### src/include/fgr_pkg.sv
// Package for the fine granularity refresh mode block.
// Assumes a single 125 MHz clock and an undecoded command bus from the pin side.
package fgr_pkg;
	// ---------------------------------------------------------------
	// Timing
	// ---------------------------------------------------------------
	localparam int CLK_PERIOD_PS = 8000;
	localparam int REFI_BASE_NS = 7800;
	localparam int REFI_BASE_CYC = (REFI_BASE_NS * 1000) / CLK_PERIOD_PS;
	localparam int RFC1_2G_NS = 160;
	localparam int RFC1_4G_NS = 260;
	localparam int RFC1_8G_NS = 350;
	localparam int RFC2_2G_NS = 110;
	localparam int RFC2_4G_NS = 160;
	localparam int RFC2_8G_NS = 260;
	localparam int RFC4_2G_NS = 90;
	localparam int RFC4_4G_NS = 110;
	localparam int RFC4_8G_NS = 160;
	localparam int CNT_W = 12;

	// ---------------------------------------------------------------
	// Mode register field
	// ---------------------------------------------------------------
	localparam int MODE_LSB = 6;
	localparam int MODE_MSB = 8;
	localparam logic [2:0] MODE_RESET = 3'h0;

	typedef enum logic [2:0] {
		FGR_FIX1 = 3'b000,
		FGR_FIX2 = 3'b001,
		FGR_FIX4 = 3'b010,
		FGR_OTF12 = 3'b101,
		FGR_OTF14 = 3'b110
	} fgr_mode_e;

	typedef enum logic [1:0] {
		FGR_RATE1 = 2'b00,
		FGR_RATE2 = 2'b01,
		FGR_RATE4 = 2'b10
	} fgr_rate_e;

	typedef enum logic [1:0] {
		FGR_DEN2G = 2'b00,
		FGR_DEN4G = 2'b01,
		FGR_DEN8G = 2'b10
	} fgr_den_e;

	// Command pins sampled at the rising clock edge
	typedef struct packed {
		logic cs_n;
		logic act_n;
		logic ras_n;
		logic cas_n;
		logic we_n;
		logic bg0;
		logic [1:0] mr_sel;
		logic [17:0] addr;
	} fgr_cmd_s;

	// Status shown to the rest of the device
	typedef struct packed {
		logic [2:0] mode;
		fgr_rate_e rate;
		logic reserved_mode;
		logic busy;
		logic [CNT_W-1:0] refi_cyc;
		logic [CNT_W-1:0] rfc_cyc;
	} fgr_stat_s;

	// Ceiling of ns to clock cycles, at least one cycle
	function automatic logic [CNT_W-1:0] ns2cyc(input int ns);
		int c;
		c = (ns * 1000 + CLK_PERIOD_PS - 1) / CLK_PERIOD_PS;
		if (c < 1) begin
			c = 1;
		end
		return c[CNT_W-1:0];
	endfunction
endpackage

### src/rtl/fgr_parity.sv
// Modulo counter of refreshes of one rate since the last clear.
// Assumes single clock, synchronous active high reset.
`timescale 1ns/1ps
`default_nettype none
module fgr_parity #(
	parameter int MOD = 2
) (
	input wire logic mclk,
	input wire logic rst,
	input wire logic clr,
	input wire logic inc,
	output logic aligned
);
	logic [1:0] cnt_ff;
	logic [1:0] nxt_cnt;

	always_comb begin
		nxt_cnt = cnt_ff + 2'h1;
		if (nxt_cnt == 2'(MOD)) begin
			nxt_cnt = 2'h0;
		end
	end

	always_ff @(posedge mclk) begin
		if (rst || clr) begin
			cnt_ff <= 2'h0;
		end else if (inc) begin
			cnt_ff <= nxt_cnt;
		end
	end

	assign aligned = (cnt_ff == 2'h0);
endmodule // fgr_parity
`default_nettype wire

### src/rtl/fgr_refresh_mode.sv
// Refresh-rate mode logic: mode field decode, refresh classing, timing, checks.
// Assumes the command bus comes from pins in another domain (synchronised here)
// and mode register writes are MRS commands on the same bus.
`timescale 1ns/1ps
`default_nettype none
// Operation
// Controller enables on-the-fly mode before use
// Decode mode field bits 8:6
// On-the-fly: BG0 picks single or fast rate
// Refresh decoded from CS ACT RAS CAS WE
// Reset gives fixed single rate mode
// Controller spaces refreshes at base/2 or base/4
// Controller waits refresh cycle time per type
// Fixed modes accept matching refresh only
// On-the-fly modes accept single or fast
// New interval and cycle time apply immediately
// Even double count before rate mode write
// Even double count between single refreshes
// Four-multiple quad count before rate write
// Four-multiple quad count between single refreshes
// Single fixed unrestricted; same rate no change
// Only deselects during refresh cycle time
// Postpone limits 8, 16, 32 by rate; no postpone count is kept or checked
// Temperature refresh needs fixed single mode
// Modulo counters track counting rules
module fgr_refresh_mode #(
	parameter fgr_pkg::fgr_den_e DENSITY = fgr_pkg::FGR_DEN8G,
	parameter int REFI_CYC = fgr_pkg::REFI_BASE_CYC
) (
	input wire logic mclk,
	input wire logic rst,
	input wire fgr_pkg::fgr_cmd_s cmd_pin,
	input wire logic tcr_enable,
	output fgr_pkg::fgr_stat_s stat,
	output logic single_rate_refresh,
	output logic double_rate_refresh,
	output logic quad_rate_refresh,
	output logic refresh_pulse,
	output logic err_type,
	output logic err_count,
	output logic err_busy,
	output logic err_tcr
);
	import fgr_pkg::*;

	// ---------------------------------------------------------------
	// Input synchronisers
	// ---------------------------------------------------------------
	fgr_cmd_s cmd_s1_ff;
	fgr_cmd_s cmd_ff;
	logic tcr_s1_ff;
	logic tcr_ff;

	always_ff @(posedge mclk) begin
		cmd_s1_ff <= cmd_pin;
		cmd_ff <= cmd_s1_ff;
		tcr_s1_ff <= tcr_enable;
		tcr_ff <= tcr_s1_ff;
	end

	// ---------------------------------------------------------------
	// Command decode
	// ---------------------------------------------------------------
	logic is_ref;
	logic is_mrs3;
	logic is_des;
	logic [2:0] new_mode;

	// refresh encoding match
	assign is_ref = !cmd_ff.cs_n && cmd_ff.act_n && !cmd_ff.ras_n && !cmd_ff.cas_n &&
		cmd_ff.we_n;
	assign is_mrs3 = !cmd_ff.cs_n && cmd_ff.act_n && !cmd_ff.ras_n && !cmd_ff.cas_n &&
		!cmd_ff.we_n && (cmd_ff.mr_sel == 2'h3);
	assign is_des = cmd_ff.cs_n;
	assign new_mode = cmd_ff.addr[MODE_MSB:MODE_LSB];

	// ---------------------------------------------------------------
	// Mode register field
	// ---------------------------------------------------------------
	logic [2:0] mode_ff;
	logic on_the_fly_selection;
	logic mode_rsvd;
	logic new_rsvd;
	fgr_rate_e fast_rate;
	fgr_rate_e mode_rate;
	fgr_rate_e new_rate;

	function automatic fgr_rate_e rate_of(input logic [2:0] m);
		case (m)
			FGR_FIX2: rate_of = FGR_RATE2;
			FGR_FIX4: rate_of = FGR_RATE4;
			default: rate_of = FGR_RATE1;
		endcase
	endfunction

	// reserved code detect
	function automatic logic rsvd_of(input logic [2:0] m);
		rsvd_of = !(m == FGR_FIX1 || m == FGR_FIX2 || m == FGR_FIX4 ||
			m == FGR_OTF12 || m == FGR_OTF14);
	endfunction

	assign on_the_fly_selection = mode_ff[2];
	assign mode_rsvd = rsvd_of(mode_ff);
	assign new_rsvd = rsvd_of(new_mode);
	assign fast_rate = (mode_ff == FGR_OTF14 || mode_ff == FGR_FIX4) ? FGR_RATE4 : FGR_RATE2;
	assign mode_rate = rate_of(mode_ff);
	assign new_rate = rate_of(new_mode);

	// reset to fixed single
	// on-the-fly only after write
	always_ff @(posedge mclk) begin
		if (rst) begin
			mode_ff <= MODE_RESET;
		end else if (is_mrs3 && !new_rsvd) begin
			mode_ff <= new_mode;
		end
	end

	// ---------------------------------------------------------------
	// Refresh classification
	// ---------------------------------------------------------------
	fgr_rate_e ref_rate;

	// BG0 sampled only in on-the-fly modes
	always_comb begin
		if (on_the_fly_selection) begin
			ref_rate = cmd_ff.bg0 ? fast_rate : FGR_RATE1;
		end else begin
			ref_rate = mode_rate;
		end
	end

	logic ref_ok;
	assign ref_ok = is_ref && !mode_rsvd;

	always_ff @(posedge mclk) begin
		if (rst) begin
			single_rate_refresh <= 1'b0;
			double_rate_refresh <= 1'b0;
			quad_rate_refresh <= 1'b0;
			refresh_pulse <= 1'b0;
		end else begin
			single_rate_refresh <= ref_ok && (ref_rate == FGR_RATE1);
			double_rate_refresh <= ref_ok && (ref_rate == FGR_RATE2);
			quad_rate_refresh <= ref_ok && (ref_rate == FGR_RATE4);
			refresh_pulse <= ref_ok;
		end
	end

	// ---------------------------------------------------------------
	// Current rate and timing
	// ---------------------------------------------------------------
	fgr_rate_e rate_ff;
	fgr_rate_e new_fast;
	logic keeps_rate;
	logic [CNT_W-1:0] rfc_sel;
	logic [CNT_W-1:0] refi_sel;

	// rate kept across mode switch
	assign new_fast = (new_mode == FGR_OTF14) ? FGR_RATE4 : FGR_RATE2;
	assign keeps_rate = new_mode[2] ? (rate_ff == FGR_RATE1 || rate_ff == new_fast) :
		(new_rate == rate_ff);

	// rate follows mode write or on-the-fly refresh
	always_ff @(posedge mclk) begin
		if (rst) begin
			rate_ff <= FGR_RATE1;
		end else if (is_mrs3 && !new_rsvd && !keeps_rate) begin
			rate_ff <= new_rate;
		end else if (ref_ok) begin
			rate_ff <= ref_rate;
		end
	end

	function automatic logic [CNT_W-1:0] rfc_of(input fgr_rate_e r);
		int t;
		case (r)
			FGR_RATE2: t = (DENSITY == FGR_DEN2G) ? RFC2_2G_NS :
				(DENSITY == FGR_DEN4G) ? RFC2_4G_NS : RFC2_8G_NS;
			FGR_RATE4: t = (DENSITY == FGR_DEN2G) ? RFC4_2G_NS :
				(DENSITY == FGR_DEN4G) ? RFC4_4G_NS : RFC4_8G_NS;
			default: t = (DENSITY == FGR_DEN2G) ? RFC1_2G_NS :
				(DENSITY == FGR_DEN4G) ? RFC1_4G_NS : RFC1_8G_NS;
		endcase
		return ns2cyc(t);
	endfunction

	// interval divided by rate
	always_comb begin
		case (rate_ff)
			FGR_RATE2: refi_sel = CNT_W'(REFI_CYC / 2);
			FGR_RATE4: refi_sel = CNT_W'(REFI_CYC / 4);
			default: refi_sel = CNT_W'(REFI_CYC);
		endcase
	end
	assign rfc_sel = rfc_of(rate_ff);

	// busy for the refresh type's cycle time
	logic [CNT_W-1:0] busy_ff;
	always_ff @(posedge mclk) begin
		if (rst) begin
			busy_ff <= '0;
		end else if (ref_ok) begin
			busy_ff <= rfc_of(ref_rate) - CNT_W'(1);
		end else if (busy_ff != '0) begin
			busy_ff <= busy_ff - CNT_W'(1);
		end
	end

	// ---------------------------------------------------------------
	// Counting rules
	// ---------------------------------------------------------------
	logic rate_change;
	logic par_clr;
	logic dbl_even;
	logic quad_mult4;

	// same-rate mode switch is no change
	assign rate_change = is_mrs3 && !new_rsvd && !keeps_rate;
	// counters cleared by rate write or single refresh
	assign par_clr = rate_change || (ref_ok && ref_rate == FGR_RATE1);

	fgr_parity #(.MOD(2)) u_dbl (
		.mclk(mclk),
		.rst(rst),
		.clr(par_clr),
		.inc(ref_ok && ref_rate == FGR_RATE2),
		.aligned(dbl_even)
	);

	fgr_parity #(.MOD(4)) u_quad (
		.mclk(mclk),
		.rst(rst),
		.clr(par_clr),
		.inc(ref_ok && ref_rate == FGR_RATE4),
		.aligned(quad_mult4)
	);

	logic cnt_bad;
	logic type_bad;
	always_comb begin
		cnt_bad = 1'b0;
		// even doubles before rate write
		// four-multiple quads before rate write
		if (rate_change) begin
			cnt_bad = !dbl_even || !quad_mult4;
		end
		// even doubles between singles
		// four-multiple quads between singles
		if (ref_ok && ref_rate == FGR_RATE1 && on_the_fly_selection) begin
			cnt_bad = !dbl_even || !quad_mult4;
		end
		// fixed mode takes matching refresh
		// on-the-fly accepts both types
		type_bad = is_ref && mode_rsvd;
	end

	always_ff @(posedge mclk) begin
		if (rst) begin
			err_type <= 1'b0;
			err_count <= 1'b0;
			err_busy <= 1'b0;
			err_tcr <= 1'b0;
		end else begin
			err_type <= type_bad;
			err_count <= cnt_bad;
			// only deselect during busy
			err_busy <= (busy_ff != '0) && !is_des;
			// temperature refresh needs single fixed
			err_tcr <= tcr_ff && (mode_ff != FGR_FIX1);
		end
	end

	// ---------------------------------------------------------------
	// Status
	// ---------------------------------------------------------------
	always_ff @(posedge mclk) begin
		if (rst) begin
			stat <= '0;
		end else begin
			stat.mode <= mode_ff;
			stat.rate <= rate_ff;
			stat.reserved_mode <= mode_rsvd;
			stat.busy <= (busy_ff != '0);
			stat.refi_cyc <= refi_sel;
			stat.rfc_cyc <= rfc_sel;
		end
	end
endmodule // fgr_refresh_mode
`default_nettype wire

### config.mk
export PLATFORM = sky130hd
export DESIGN_NAME = fgr_refresh_mode
export DESIGN_NICKNAME = d
export VERILOG_FILES = /design/src/include/fgr_pkg.sv /design/src/rtl/fgr_parity.sv /design/src/rtl/fgr_refresh_mode.sv
export SDC_FILE = /design/constraint.sdc
export NUM_CORES = 1
export LEC_CHECK = 0
export BUFFER_PORTS_ARGS = -buffer_cell sky130_fd_sc_hd__buf_2
export CORE_UTILIZATION = 30
export DETAILED_ROUTE_END_ITERATION = 10
export GPL_TIMING_DRIVEN = 0
export HOLD_SLACK_MARGIN = 0.02
export PLACE_DENSITY_LB_ADDON = 0.2
export REMOVE_ABC_BUFFERS = 1
export SETUP_SLACK_MARGIN = 0.5
export SLEW_MARGIN = 20
export SYNTH_ARGS = -nofsm -noshare
export SYNTH_HDL_FRONTEND = slang
export SYNTH_SLANG_ARGS = --single-unit
### constraint.sdc
create_clock -name mclk -period 2.95 [get_ports mclk]
set_clock_uncertainty 0.1 [all_clocks]
set_input_delay 0.4425 -clock mclk [delete_from_list [all_inputs] [get_ports mclk]]
set_output_delay 0.4425 -clock mclk [all_outputs]
set_load 0.1 [all_outputs]
==> impl_metrics.toml <==
[layout]
multi_input_area_um2 = 1270
diodes = 0
syn_to_final_growth_pct = 22.8
final_nets = 379
regArea_um2 = 1510
fillers = 972
layout.cells.non_filler = 471
drive_gt1_frac = 0.281

[timing]
setup_viol = 0
post-route-min-period_ns = 2.32
tns_ns = 0
slew_headroom = 0.559
tightest_slew_ns = 0.661
hold_viol = 0
fin_ws_ns = 0.628
clock.fmax_mhz = 431
finalCritPeriodShare = 0.787
slew_viol_final = 0
rsz0062_at_grt = "no"

[synth]
async_reset_ff_frac = 0
yosys_warnings = 0
synth.area.top_cells = "dfxtp_1 53%, ha_1 5.7%, nor2_1 3.9%, a21oi_1 2.8%, buf_4 2.6%"
synth_edf_count = 0
ys_top_cells_by_count = "75 x dfxtp_1, 30 x nor2_1, 16 x a21oi_1, 16 x nand2_1"
syn_inst = 286
yosysTopAreaCell = "dfxtp_1"
yosysMostFrequentCell = "dfxtp_1"
synth_cell_types = 56
synth.avg_cell_area_um2 = 9.97
synthFlopType = "dfxtp_1"
ys_ff_latch = 75
synth_top_area_frac = 0.527
ys_seq_area_frac = 0.527
syn_area_um2 = 2850

[pwr]
peakVddDrop_v = 0.000276
power.leakage_nw = 1.46
power.total_mw = 2.73
pwr_density_cell_nw_per_um2 = 780

[floorplan]
dieArea_um2 = 9900
die_w_um = 99.5
die_y_um = 99.5
std_cell_rows = 35
start_util = 0.309
core_um2 = 9240
io_pins = 68

[flow_run]
cap_violations = 0

[drt]
postRouteAntennaNets = 0
post_drt_via_cell_ratio = 4.46
wire_per_inst_um = 11.6
dr.pass1.iters = 4
route.detailed.drc = 0
drt_iter0_markers = 85
vias = 2101
drt-total-wl_um = 5460

[setup_path]
end_kind = "flop"
cp_max_fo = 6
critPathKind = "flop to flop"
cp.arrival_ns = 2.49
critPathLaunchType = "flop"
cp_data_required_time_ns = 3.12

[outcome]
run_status = "complete, no violations"

[clock_tree]
hold_buffers = 0
cts_buffers = 9
tritoncts = "done"
htree_levels = 3
clockBufferDepth = 2
clock-sinks = 75
cts_root_buffer = "clkbuf_8"
path_clk_slew_ns = 0.08
worst_skew_pair.late_latency_ns = 0.35

[global_routing]
grt_overflow_total = 0
antenna_found_initial = 0
grt_usage = 0.122
grt_max_degree = 36
grt_pass1_vias = 1974
grt_pass1_wl_um = 9340

[hold_path]
hp-class = "primary input to flop"

[place]
io_buffers = 48
routabilityCongestion = 0.755
dp_slack_ns = -0.131
post-dp-hpwl_um = 3600
placed_cells = 447
state kept, by name (all words and copies together) (netlist names):
name,flops
is_des,1
refresh_pulse,1
tcr_s1_ff,1
err_count,1
err_tcr,1
double_rate_refresh,1
rate_ff,2
u_dbl.cnt_ff,2
busy_ff,12
cmd_ff,10
err_busy,1
u_quad.cnt_ff,2
cmd_s1_ff,11
single_rate_refresh,1
tcr_ff,1
mode_ff,3
stat,22
quad_rate_refresh,1
err_type,1
final timing paths:
check | start | endpoint | slack (ns) | cells after the start
setup / recovery | mode_ff[2] | busy_ff[10] | 0.63 | 12
hold / removal | cmd_pin[19] | cmd_s1_ff[19] | 0.09 | 1
setup reg to reg | mode_ff[2] | busy_ff[10] | 0.63 | 12
hold reg to reg | tcr_s1_ff | tcr_ff | 0.23 | 0
worst max-delay path: stages (launching register included):
cell      delay (ns)
dfxtp_4         0.37
and2_4          0.14
o21ai_2         0.14
and2_4          0.18
inv_2           0.05
ha_4            0.15
and2_4          0.15
a21oi_2         0.10
ha_2            0.25
nand3_2         0.10
mux2i_4         0.23
o211ai_1        0.14
a21oi_1         0.15
timing repair:
item | in CTS | in global routing
pin swaps | 5 | 6
endpoints found under the setup margin | 6 | 5
buffers inserted | 5 | 3
hold endpoints to repair | 0 | 0
gates resized for setup | 15 | 8
cell usage in the layout (no fill, tap or decap), drive strengths merged, types with 2 or more instances in the layout:
| cell type | Yosys | layout |
|---|---|---|
| a211oi | 5 | 5 |
| a21oi | 16 | 16 |
| a311oi | 2 | 2 |
| and2 | 4 | 4 |
| and3 | 6 | 6 |
| buf | 13 | 55 |
| bufinv | 0 | 2 |
| clkbuf | 8 | 11 |
| clkinv | 0 | 3 |
| conb | 1 | 6 |
| dfxtp | 75 | 75 |
| ha | 13 | 13 |
| inv | 13 | 13 |
| mux2i | 5 | 5 |
| nand2 | 16 | 16 |
| nand2b | 3 | 3 |
| nand3 | 6 | 6 |
| nand4 | 2 | 2 |
| nor2 | 30 | 30 |
| nor2b | 9 | 9 |
| nor3 | 9 | 9 |
| nor3b | 2 | 2 |
| nor4b | 2 | 2 |
| o211ai | 2 | 2 |
| o21a | 2 | 2 |
| o21ai | 8 | 8 |
| o311ai | 3 | 3 |
| o31ai | 2 | 2 |
| or3 | 2 | 2 |
| or4 | 2 | 2 |
| xnor2 | 5 | 5 |
metal layers:
layer  global-route usage  vias up  routed length (um)
met4               0.0577        0                 102
met1                0.156      969                2660
met3               0.0401       10                 261
li1                     -     1075                   -
met2                0.187       47                2440
met5                    0        -                   0
cell type report:
class                           instances  area share
Inverter                               13      0.0139
Sequential cell                        75       0.431
Timing Repair Buffer                   56      0.0850
Tap cell                              129      0.0461
Clock buffer                           10      0.0364
Clock inverter                          6      0.0257
Multi-Input combinational cell        182       0.362
through the flow:
step | hold slack, ns | cell area [um2] | utilization
after floorplan | 0.210 | 2740 | -
after global placement | 0.211 | 3150 | 0.340
after detailed placement | 0.212 | 3150 | 0.340
after CTS | 0.0769 | 3450 | 0.374
after global routing | 0.0617 | 3500 | 0.379
final | 0.0911 | 3500 | 0.379
logic make-up after synthesis:
| family | count (synthesis) | share of synthesized area |
|---|---|---|
| simple gates | 100 | 0.189 |
| flops | 75 | 0.527 |
| compound gates | 52 | 0.127 |
| buf+inv | 34 | 0.0614 |
| fa+ha+maj | 14 | 0.0606 |
| xor+xnor | 5 | 0.0154 |
| mux | 5 | 0.0189 |
| other cells | 1 | 0.00132 |
where the power goes:
| part | internal [mW] | switching [mW] | total (mW) |
|---|---|---|---|
| logic | 0.242 | 0.460 | 0.703 |
| registers | 1.11 | 0.0704 | 1.18 |
| clock network | 0.478 | 0.371 | 0.849 |
| total | 1.83 | 0.902 | 2.73 |
No activity file was read; power rests on OpenSTA's default activity.
